File: src/rtl/cfa_defines.svh
`ifndef CFA_DEFINES_SVH
`define CFA_DEFINES_SVH

// word and storage shape of one device
`define CFA_WORD_W      4
`define CFA_STACK_DEPTH 14

// status levels while initialised
`define CFA_IRF_N_RST   1'b1
`define CFA_ORE_N_RST   1'b0

`endif

File: src/rtl/cfa_if.sv
`default_nettype none

interface cfa_if #(parameter int WORD_W = 4);
  logic              master_reset_n;
  logic              serial_input_enable_n;
  logic              serial_in_clock;
  logic              serial_data_in;
  logic              transfer_to_stack_n;
  logic              parallel_load;
  logic [WORD_W-1:0] par_data_in;
  logic              input_register_full_n;
  logic              serial_output_enable_n;
  logic              serial_out_clock;
  logic              serial_extract_request_n;
  logic              parallel_extract_n;
  logic              output_drive_enable_n;
  logic              output_register_empty_n;
  logic [WORD_W-1:0] par_data_out;
  logic              par_data_oe;
  logic              serial_data_out;
  logic              serial_data_oe;

  modport dev (
    input  master_reset_n, serial_input_enable_n, serial_in_clock, serial_data_in,
    input  transfer_to_stack_n, parallel_load, par_data_in,
    input  serial_output_enable_n, serial_out_clock, serial_extract_request_n,
    input  parallel_extract_n, output_drive_enable_n,
    output input_register_full_n, output_register_empty_n, par_data_out, par_data_oe,
    output serial_data_out, serial_data_oe
  );

  modport ext (
    output master_reset_n, serial_input_enable_n, serial_in_clock, serial_data_in,
    output transfer_to_stack_n, parallel_load, par_data_in,
    output serial_output_enable_n, serial_out_clock, serial_extract_request_n,
    output parallel_extract_n, output_drive_enable_n,
    input  input_register_full_n, output_register_empty_n, par_data_out, par_data_oe,
    input  serial_data_out, serial_data_oe
  );
endinterface : cfa_if

`default_nettype wire

File: src/rtl/cfa_dev.sv
// Design decisions made here: the sampled strobe edges and the row mastership held from master reset.
`include "cfa_defines.svh"
`default_nettype none

module cfa_dev #(
  parameter int WORD_W = `CFA_WORD_W,
  parameter int DEPTH  = `CFA_STACK_DEPTH
) (
  // clock and reset
  input  wire logic clk_in,
  input  wire logic rst_n_in,
  // link to neighbours and gating
  cfa_if.dev        link,
  // local status
  output logic      is_master_out,
  output logic      holds_output_out
);
  localparam int BW = $clog2(WORD_W);
  localparam logic [BW-1:0] LAST_BIT = BW'(WORD_W - 1);

  logic              clr;
  logic              sin_clk_q;
  logic              sout_clk_q;
  logic              top_q;
  logic              sin_rise;
  logic              sout_rise;
  logic              top_rise;
  logic              is_master_r;
  logic [WORD_W-1:0] in_reg_r;
  logic [BW-1:0]     in_cnt_r;
  logic              in_full_r;
  logic              in_pushed_r;
  logic              ser_take;
  logic              push;
  logic              in_clear;
  logic [WORD_W-1:0] out_reg_r;
  logic [BW-1:0]     out_cnt_r;
  logic              out_valid_r;
  logic              load_out;
  logic              ser_shift;
  logic [WORD_W-1:0] stk_dout;
  logic              stk_full;
  logic              stk_empty;
  logic              irf_n_r;
  logic              ore_n_r;
  logic [WORD_W-1:0] par_out_r;
  logic              par_oe_r;
  logic              sdo_r;
  logic              sdo_oe_r;

  assign clr = !rst_n_in || !link.master_reset_n;

  // strobe edges, all sampled on clk_in
  always_ff @(posedge clk_in)
  begin
    if (!rst_n_in)
    begin
      sin_clk_q  <= 1'b0;
      sout_clk_q <= 1'b0;
      top_q      <= 1'b1;
    end
    else
    begin
      sin_clk_q  <= link.serial_in_clock;
      sout_clk_q <= link.serial_out_clock;
      top_q      <= link.parallel_extract_n;
    end
  end

  assign sin_rise  = link.serial_in_clock && !sin_clk_q;
  assign sout_rise = link.serial_out_clock && !sout_clk_q;
  assign top_rise  = link.parallel_extract_n && !top_q;

  // row mastership held from the last reset cycle
  always_ff @(posedge clk_in)
  begin
    if (!rst_n_in)
    begin
      is_master_r <= 1'b0;
    end
    else if (!link.master_reset_n)
    begin
      is_master_r <= !link.serial_input_enable_n;
    end
  end

  // input section
  assign ser_take = sin_rise && !link.serial_input_enable_n && !in_full_r
                    && !link.parallel_load;
  assign push     = !link.transfer_to_stack_n && in_full_r && !in_pushed_r
                    && !link.parallel_load && !stk_full;
  assign in_clear = in_pushed_r && (is_master_r || link.serial_input_enable_n);

  always_ff @(posedge clk_in)
  begin
    if (clr)
    begin
      in_reg_r    <= '0;
      in_cnt_r    <= '0;
      in_full_r   <= 1'b0;
      in_pushed_r <= 1'b0;
    end
    else if (link.parallel_load)
    begin
      in_reg_r    <= link.par_data_in;
      in_cnt_r    <= '0;
      in_full_r   <= 1'b1;
      in_pushed_r <= 1'b0;
    end
    else
    begin
      if (ser_take)
      begin
        in_reg_r[in_cnt_r] <= link.serial_data_in;
        in_cnt_r           <= in_cnt_r + 1'b1;
        if (in_cnt_r == LAST_BIT)
        begin
          in_full_r <= 1'b1;
        end
      end
      if (push)
      begin
        in_pushed_r <= 1'b1;
      end
      else if (in_clear)
      begin
        in_full_r   <= 1'b0;
        in_pushed_r <= 1'b0;
        in_cnt_r    <= '0;
      end
    end
  end

  // stack between input and output registers
  cfa_stack #(
    .WORD_W (WORD_W),
    .DEPTH  (DEPTH)
  ) u_stack (
    .clk_in    (clk_in),
    .clear_in  (clr),
    .push_in   (push),
    .data_in   (in_reg_r),
    .pop_in    (load_out),
    .data_out  (stk_dout),
    .full_out  (stk_full),
    .empty_out (stk_empty)
  );

  // output section; reload blocked while extract held low
  assign load_out  = !out_valid_r && !stk_empty && !link.serial_extract_request_n
                     && link.parallel_extract_n && top_q;
  assign ser_shift = sout_rise && !link.serial_output_enable_n && out_valid_r;

  always_ff @(posedge clk_in)
  begin
    if (clr)
    begin
      out_reg_r   <= '0;
      out_cnt_r   <= '0;
      out_valid_r <= 1'b0;
    end
    else if (load_out)
    begin
      out_reg_r   <= stk_dout;
      out_cnt_r   <= '0;
      out_valid_r <= 1'b1;
    end
    else if (top_rise)
    begin
      out_valid_r <= 1'b0;
    end
    else if (ser_shift)
    begin
      out_reg_r <= out_reg_r >> 1;
      out_cnt_r <= out_cnt_r + 1'b1;
      if (out_cnt_r == LAST_BIT)
      begin
        out_valid_r <= 1'b0;
      end
    end
  end

  // registered status outputs
  always_ff @(posedge clk_in)
  begin
    if (clr)
    begin
      irf_n_r <= `CFA_IRF_N_RST;
      ore_n_r <= `CFA_ORE_N_RST;
    end
    else
    begin
      irf_n_r <= !in_full_r;
      ore_n_r <= out_valid_r && link.parallel_extract_n && top_q
                 && (is_master_r || link.serial_output_enable_n);
    end
  end

  // data outputs
  always_ff @(posedge clk_in)
  begin
    if (clr)
    begin
      par_out_r <= '0;
      par_oe_r  <= 1'b0;
      sdo_r     <= 1'b0;
      sdo_oe_r  <= 1'b0;
    end
    else
    begin
      par_out_r <= out_reg_r;
      par_oe_r  <= !link.output_drive_enable_n;
      sdo_r     <= out_reg_r[0];
      sdo_oe_r  <= out_valid_r && !link.serial_output_enable_n;
    end
  end

  always_ff @(posedge clk_in)
  begin
    if (!rst_n_in)
    begin
      is_master_out    <= 1'b0;
      holds_output_out <= 1'b0;
    end
    else
    begin
      is_master_out    <= is_master_r;
      holds_output_out <= out_valid_r;
    end
  end

  assign link.input_register_full_n   = irf_n_r;
  assign link.output_register_empty_n = ore_n_r;
  assign link.par_data_out            = par_out_r;
  assign link.par_data_oe             = par_oe_r;
  assign link.serial_data_out         = sdo_r;
  assign link.serial_data_oe          = sdo_oe_r;
endmodule : cfa_dev

`default_nettype wire

File: src/rtl/cfa_stack.sv
`default_nettype none

module cfa_stack #(
  parameter int WORD_W = 4,
  parameter int DEPTH  = 14
) (
  // clock and clear
  input  wire logic              clk_in,
  input  wire logic              clear_in,
  // write side
  input  wire logic              push_in,
  input  wire logic [WORD_W-1:0] data_in,
  // read side
  input  wire logic              pop_in,
  output logic      [WORD_W-1:0] data_out,
  // occupancy
  output logic                   full_out,
  output logic                   empty_out
);
  localparam int PW = $clog2(DEPTH);
  localparam int CW = $clog2(DEPTH + 1);
  localparam logic [PW-1:0] LAST = PW'(DEPTH - 1);
  localparam logic [CW-1:0] FULL = CW'(DEPTH);

  logic [WORD_W-1:0] mem_r [DEPTH];
  logic [PW-1:0]     wr_ptr_r;
  logic [PW-1:0]     rd_ptr_r;
  logic [CW-1:0]     count_r;
  logic              do_push;
  logic              do_pop;

  assign do_push   = push_in && !full_out;
  assign do_pop    = pop_in && !empty_out;
  assign full_out  = (count_r == FULL);
  assign empty_out = (count_r == '0);
  assign data_out  = mem_r[rd_ptr_r];

  always_ff @(posedge clk_in)
  begin
    if (do_push)
    begin
      mem_r[wr_ptr_r] <= data_in;
    end
  end

  // pointers cleared by reset whatever is pending
  always_ff @(posedge clk_in)
  begin
    if (clear_in)
    begin
      wr_ptr_r <= '0;
      rd_ptr_r <= '0;
      count_r  <= '0;
    end
    else
    begin
      if (do_push)
      begin
        wr_ptr_r <= (wr_ptr_r == LAST) ? '0 : wr_ptr_r + 1'b1;
      end
      if (do_pop)
      begin
        rd_ptr_r <= (rd_ptr_r == LAST) ? '0 : rd_ptr_r + 1'b1;
      end
      if (do_push && !do_pop)
      begin
        count_r <= count_r + 1'b1;
      end
      else if (do_pop && !do_push)
      begin
        count_r <= count_r - 1'b1;
      end
    end
  end
endmodule : cfa_stack

`default_nettype wire

File: src/flat_wrapper.sv
// flat-port wrapper written by rule: the top's interface ports become plain ports
module cfa_dev_flat 
#(
  parameter int WORD_W = `CFA_WORD_W,
  parameter int DEPTH  = `CFA_STACK_DEPTH
)
  (clk_in, rst_n_in, is_master_out, holds_output_out, link_master_reset_n, link_serial_input_enable_n, link_serial_in_clock, link_serial_data_in, link_transfer_to_stack_n, link_parallel_load, link_par_data_in, link_serial_output_enable_n, link_serial_out_clock, link_serial_extract_request_n, link_parallel_extract_n, link_output_drive_enable_n, link_input_register_full_n, link_output_register_empty_n, link_par_data_out, link_par_data_oe, link_serial_data_out, link_serial_data_oe);
  cfa_if #(.WORD_W(WORD_W)) link_i ();
  input  wire logic clk_in;
  input  wire logic rst_n_in;
  output logic is_master_out;
  output logic holds_output_out;
  input wire logic [$bits(link_i.master_reset_n)-1:0] link_master_reset_n;
  input wire logic [$bits(link_i.serial_input_enable_n)-1:0] link_serial_input_enable_n;
  input wire logic [$bits(link_i.serial_in_clock)-1:0] link_serial_in_clock;
  input wire logic [$bits(link_i.serial_data_in)-1:0] link_serial_data_in;
  input wire logic [$bits(link_i.transfer_to_stack_n)-1:0] link_transfer_to_stack_n;
  input wire logic [$bits(link_i.parallel_load)-1:0] link_parallel_load;
  input wire logic [$bits(link_i.par_data_in)-1:0] link_par_data_in;
  input wire logic [$bits(link_i.serial_output_enable_n)-1:0] link_serial_output_enable_n;
  input wire logic [$bits(link_i.serial_out_clock)-1:0] link_serial_out_clock;
  input wire logic [$bits(link_i.serial_extract_request_n)-1:0] link_serial_extract_request_n;
  input wire logic [$bits(link_i.parallel_extract_n)-1:0] link_parallel_extract_n;
  input wire logic [$bits(link_i.output_drive_enable_n)-1:0] link_output_drive_enable_n;
  output wire logic [$bits(link_i.input_register_full_n)-1:0] link_input_register_full_n;
  output wire logic [$bits(link_i.output_register_empty_n)-1:0] link_output_register_empty_n;
  output wire logic [$bits(link_i.par_data_out)-1:0] link_par_data_out;
  output wire logic [$bits(link_i.par_data_oe)-1:0] link_par_data_oe;
  output wire logic [$bits(link_i.serial_data_out)-1:0] link_serial_data_out;
  output wire logic [$bits(link_i.serial_data_oe)-1:0] link_serial_data_oe;
  assign link_i.master_reset_n = link_master_reset_n;
  assign link_i.serial_input_enable_n = link_serial_input_enable_n;
  assign link_i.serial_in_clock = link_serial_in_clock;
  assign link_i.serial_data_in = link_serial_data_in;
  assign link_i.transfer_to_stack_n = link_transfer_to_stack_n;
  assign link_i.parallel_load = link_parallel_load;
  assign link_i.par_data_in = link_par_data_in;
  assign link_i.serial_output_enable_n = link_serial_output_enable_n;
  assign link_i.serial_out_clock = link_serial_out_clock;
  assign link_i.serial_extract_request_n = link_serial_extract_request_n;
  assign link_i.parallel_extract_n = link_parallel_extract_n;
  assign link_i.output_drive_enable_n = link_output_drive_enable_n;
  assign link_input_register_full_n = link_i.input_register_full_n;
  assign link_output_register_empty_n = link_i.output_register_empty_n;
  assign link_par_data_out = link_i.par_data_out;
  assign link_par_data_oe = link_i.par_data_oe;
  assign link_serial_data_out = link_i.serial_data_out;
  assign link_serial_data_oe = link_i.serial_data_oe;
  cfa_dev #(.WORD_W(WORD_W), .DEPTH(DEPTH)) u_core (.clk_in(clk_in), .rst_n_in(rst_n_in), .link(link_i), .is_master_out(is_master_out), .holds_output_out(holds_output_out));
endmodule
File: config.mk
export PLATFORM = sky130hd
export DESIGN_NAME = cfa_dev_flat
export DESIGN_NICKNAME = d
export VERILOG_FILES = /design/src/rtl/cfa_if.sv /design/src/rtl/cfa_dev.sv /design/src/rtl/cfa_stack.sv /design/src/flat_wrapper.sv
export VERILOG_INCLUDE_DIRS = /design/src /design/src/rtl
export SDC_FILE = /design/constraint.sdc
export NUM_CORES = 1
export LEC_CHECK = 0
export BUFFER_PORTS_ARGS = -buffer_cell sky130_fd_sc_hd__buf_2
export CAP_MARGIN = 20
export CELL_PAD_IN_SITES_DETAIL_PLACEMENT = 0
export CELL_PAD_IN_SITES_GLOBAL_PLACEMENT = 1
export CORE_MARGIN = 3
export CORE_UTILIZATION = 25
export DETAILED_ROUTE_END_ITERATION = 16
export PLACE_DENSITY = 0.53
export SLEW_MARGIN = 10
export SYNTH_ARGS = -nofsm -noshare
export SYNTH_HDL_FRONTEND = slang
export SYNTH_SLANG_ARGS = --single-unit
File: constraint.sdc
create_clock -name clk_in -period 2.96 [get_ports clk_in]
set_clock_uncertainty 0.15 [all_clocks]
set_input_delay 0.74 -clock clk_in [delete_from_list [all_inputs] [get_ports clk_in]]
set_output_delay 0.74 -clock clk_in [all_outputs]
set_load 0.005 [all_outputs]
==> metrics.txt <==
Final Cell Area=4870 um^2; clock buffer depth=2; Avg Vias per Cell=4.30; routed len/inst=14.4 um; worst setup path class=reg2reg; Slew headroom=0.584; Avg Cell Area, Syn=12.6 um^2; Internal=2.27 mW; Reg power frac=0.532; largest net degree at the start of global routing=17; Post-synth top flop=edfxtp_1; Tot GR Track Use=0.0981; CTS Root Cell=clkbuf_16; WHS=311 ps; worst vdd ir=0.242 mV; worst setup margin=272 ps; CTS Buf Count=9; CTS tree=built; Comb pwr share=0.024; Final setup viols=0; post-CTS setup buffer count=0; diode count=0; Placed Cells=570; Total Neg Setup Slack=0 ps; synthesized instance count=326; IO Port Bufs=27; largest fanout on the critical path=5; routed via count=2522; RD Place Congestion=0.762; WL final=8430 um; WP data required=3090 ps; Netlist Area Pre-Place=4100 um^2; initial antenna violation count=0; HP Class=reg2reg; io pins=28; Area Overhead vs Synth=19.0%; Setup crit end kind=flip-flop; Final ANT Viol Nets=0; cts hold-fix bufs=0; Final Non-Filler Cells=586; # rows=46; Worst Tran Pin Value=624 ps; status=complete, no violations; clock edge transition at the registers on the reported setup and hold paths=70 ps; Pwr Total=2.82 mW; htree depth=3; Die Span Y=134 um; min Tclk post-route=2690 ps; post-route clock period utilization=0.908; CTS Sinks=101; Yosys Warn Count=0; dpl cell area=4550 um^2; clock power share=0.444; Worst Setup Start Kind=flip-flop; Leakage=1.70 nW; die width=134 um; die area=18000 um^2; Final Hold Fails=0; max-slew violations=0; Sw Pwr=0.544 mW; share of layout cells above drive strength 1=0.178; Layout Nets=391; f_max=372 MHz; Seq cells post-synth=101; first-pass GRT wire length=13400 um; Sw Share=0.193; Pre-antenna DRT Iters=4; EDFF count, synth=56; Max-cap violations=0; final core occ=0.306; post-cts sizing count=0; syn_nets=352; initial drt markers=121; DP Worst Slack=23.6 ps; Power Density=578 nW/um^2; vias in the first global route=2458; DRC=0; total grt overflow=0; Core Box Area=15900 um^2; hpwl dp=6040 um; sequential area share after synthesis=0.630; Synth async-reset ratio=0; Worst Path Arrival=2820 ps; unrepaired setup endpoints after global routing=false; synth unique cells=45; Clk Latency, worst-skew pair=340 ps; starting density of the core=0.257
[critical path, stage by stage, from the launching register on]
cell and delay [ps]:
dfxtp_1 360, nor4_1 340, buf_4 180, nor4_4 40
inv_1 90, ha_1 190, inv_1 90, ha_1 280
a21o_1 190, a21oi_1 180, xnor2_1 90, or3_1 300
a21oi_1 140
[layer usage]
metal | track usage | part of all wire | vias to the layer above
li1 | - | - | 1265
met1 | 0.131 | 0.48 | 1207
met2 | 0.148 | 0.46 | 36
met3 | 0.0214 | 0.029 | 14
met4 | 0.0549 | 0.027 | 0
met5 | 0 | 0 | -
[sequential cells by signal (all words and copies together), names as in the netlist, 2 cells and up, named ones only]
name / cells
u_core.u_stack.rd_ptr_r: 4
u_core.link.par_data_out: 4
u_core.u_stack.mem_r: 56
u_core.out_reg_r: 4
u_core.u_stack.count_r: 4
u_core.in_cnt_r: 2
u_core.in_reg_r: 4
u_core.u_stack.wr_ptr_r: 4
u_core.out_cnt_r: 2
[cell usage after synthesis (2+ instances only)]
master | count | area, um^2
a211oi_1 | 2 | 15.0
ha_1 | 8 | 100
inv_1 | 4 | 15.0
and3_1 | 5 | 31.3
a311oi_1 | 3 | 26.3
xnor2_1 | 6 | 52.6
clkbuf_1 | 9 | 33.8
and2_1 | 6 | 37.5
mux4_1 | 2 | 52.6
a22oi_1 | 2 | 15.0
o21ai_0 | 12 | 60.1
a21oi_1 | 12 | 60.1
o32ai_1 | 2 | 17.5
nand4b_1 | 2 | 17.5
o31ai_1 | 3 | 22.5
buf_2 | 4 | 20.0
nand2b_1 | 6 | 37.5
nor2b_1 | 5 | 31.3
nand3_1 | 5 | 25.0
a2111oi_0 | 5 | 43.8
nand2_1 | 21 | 78.8
a21boi_0 | 3 | 22.5
edfxtp_1 | 56 | 1680
nor3_1 | 13 | 65.1
mux2_2 | 3 | 33.8
nor2_1 | 39 | 146
mux2i_1 | 25 | 250
dfxtp_1 | 45 | 901
or3_1 | 2 | 12.5
[cell type report]
class                           count  area (um^2)
Sequential cell                   101         2580
Multi-Input combinational cell    206         1430
Tap cell                          216          270
Clock inverter                      3         40.0
Fill cell                        1639        11100
Clock buffer                       13          285
Inverter                            4         15.0
Timing Repair Buffer               43          255
[power by group through the flow]
stage          clock network (mW)  registers [mW]  logic [mW]
5_1_grt                      1.33            1.50      0.0757
3_5_place_dp                    0            1.53      0.0684
4_1_cts                      1.28            1.50      0.0688
2_1_floorplan                   0            1.52      0.0384
3_3_place_gp                    0            1.53      0.0677
6_report                     1.25            1.50      0.0680
[logic make-up after synthesis]
logic type / synth area share
XOR/XNOR: 0.0150
AND/OR/NAND/NOR: 0.137
buffers and inverters: 0.0214
flip-flops: 0.630
AO/OA/AOI/OAI: 0.0733
adder cells (fa/ha/maj): 0.0293
multiplexers: 0.0941
[cell usage in the layout (no fill, tap or decap), types with 3 or more instances in the layout]
master	n
nand2_1	21
nor2b_1	5
clkbuf_16	10
edfxtp_1	56
nand3_1	5
mux2_2	3
xnor2_1	6
o31ai_1	3
mux2i_1	25
inv_1	4
nor3_1	13
and2_1	6
and3_1	5
a311oi_1	3
nand2b_1	6
a21oi_1	12
o21ai_0	12
ha_1	8
buf_4	16
buf_2	27
a2111oi_0	5
nor2_1	39
a21boi_0	3
dfxtp_1	45
[worst paths after layout]
path | endpoint | from | cells after the start | slack (ps)
setup / recovery | u_core.u_stack.count_r[3]$_SDFFE_PP0P_ | u_core.u_stack.count_r[0]$_SDFFE_PP0P_ | 12 | 270
hold / removal | u_core.link.input_register_full_n$_SDFF_PP1_ | u_core.in_full_r$_SDFF_PP0_ | 1 | 310
setup reg to reg | u_core.u_stack.count_r[3]$_SDFFE_PP0P_ | u_core.u_stack.count_r[0]$_SDFFE_PP0P_ | 12 | 270
hold reg to reg | u_core.link.input_register_full_n$_SDFF_PP1_ | u_core.in_full_r$_SDFF_PP0_ | 1 | 310
No activity file was read; power rests on OpenSTA's default activity.
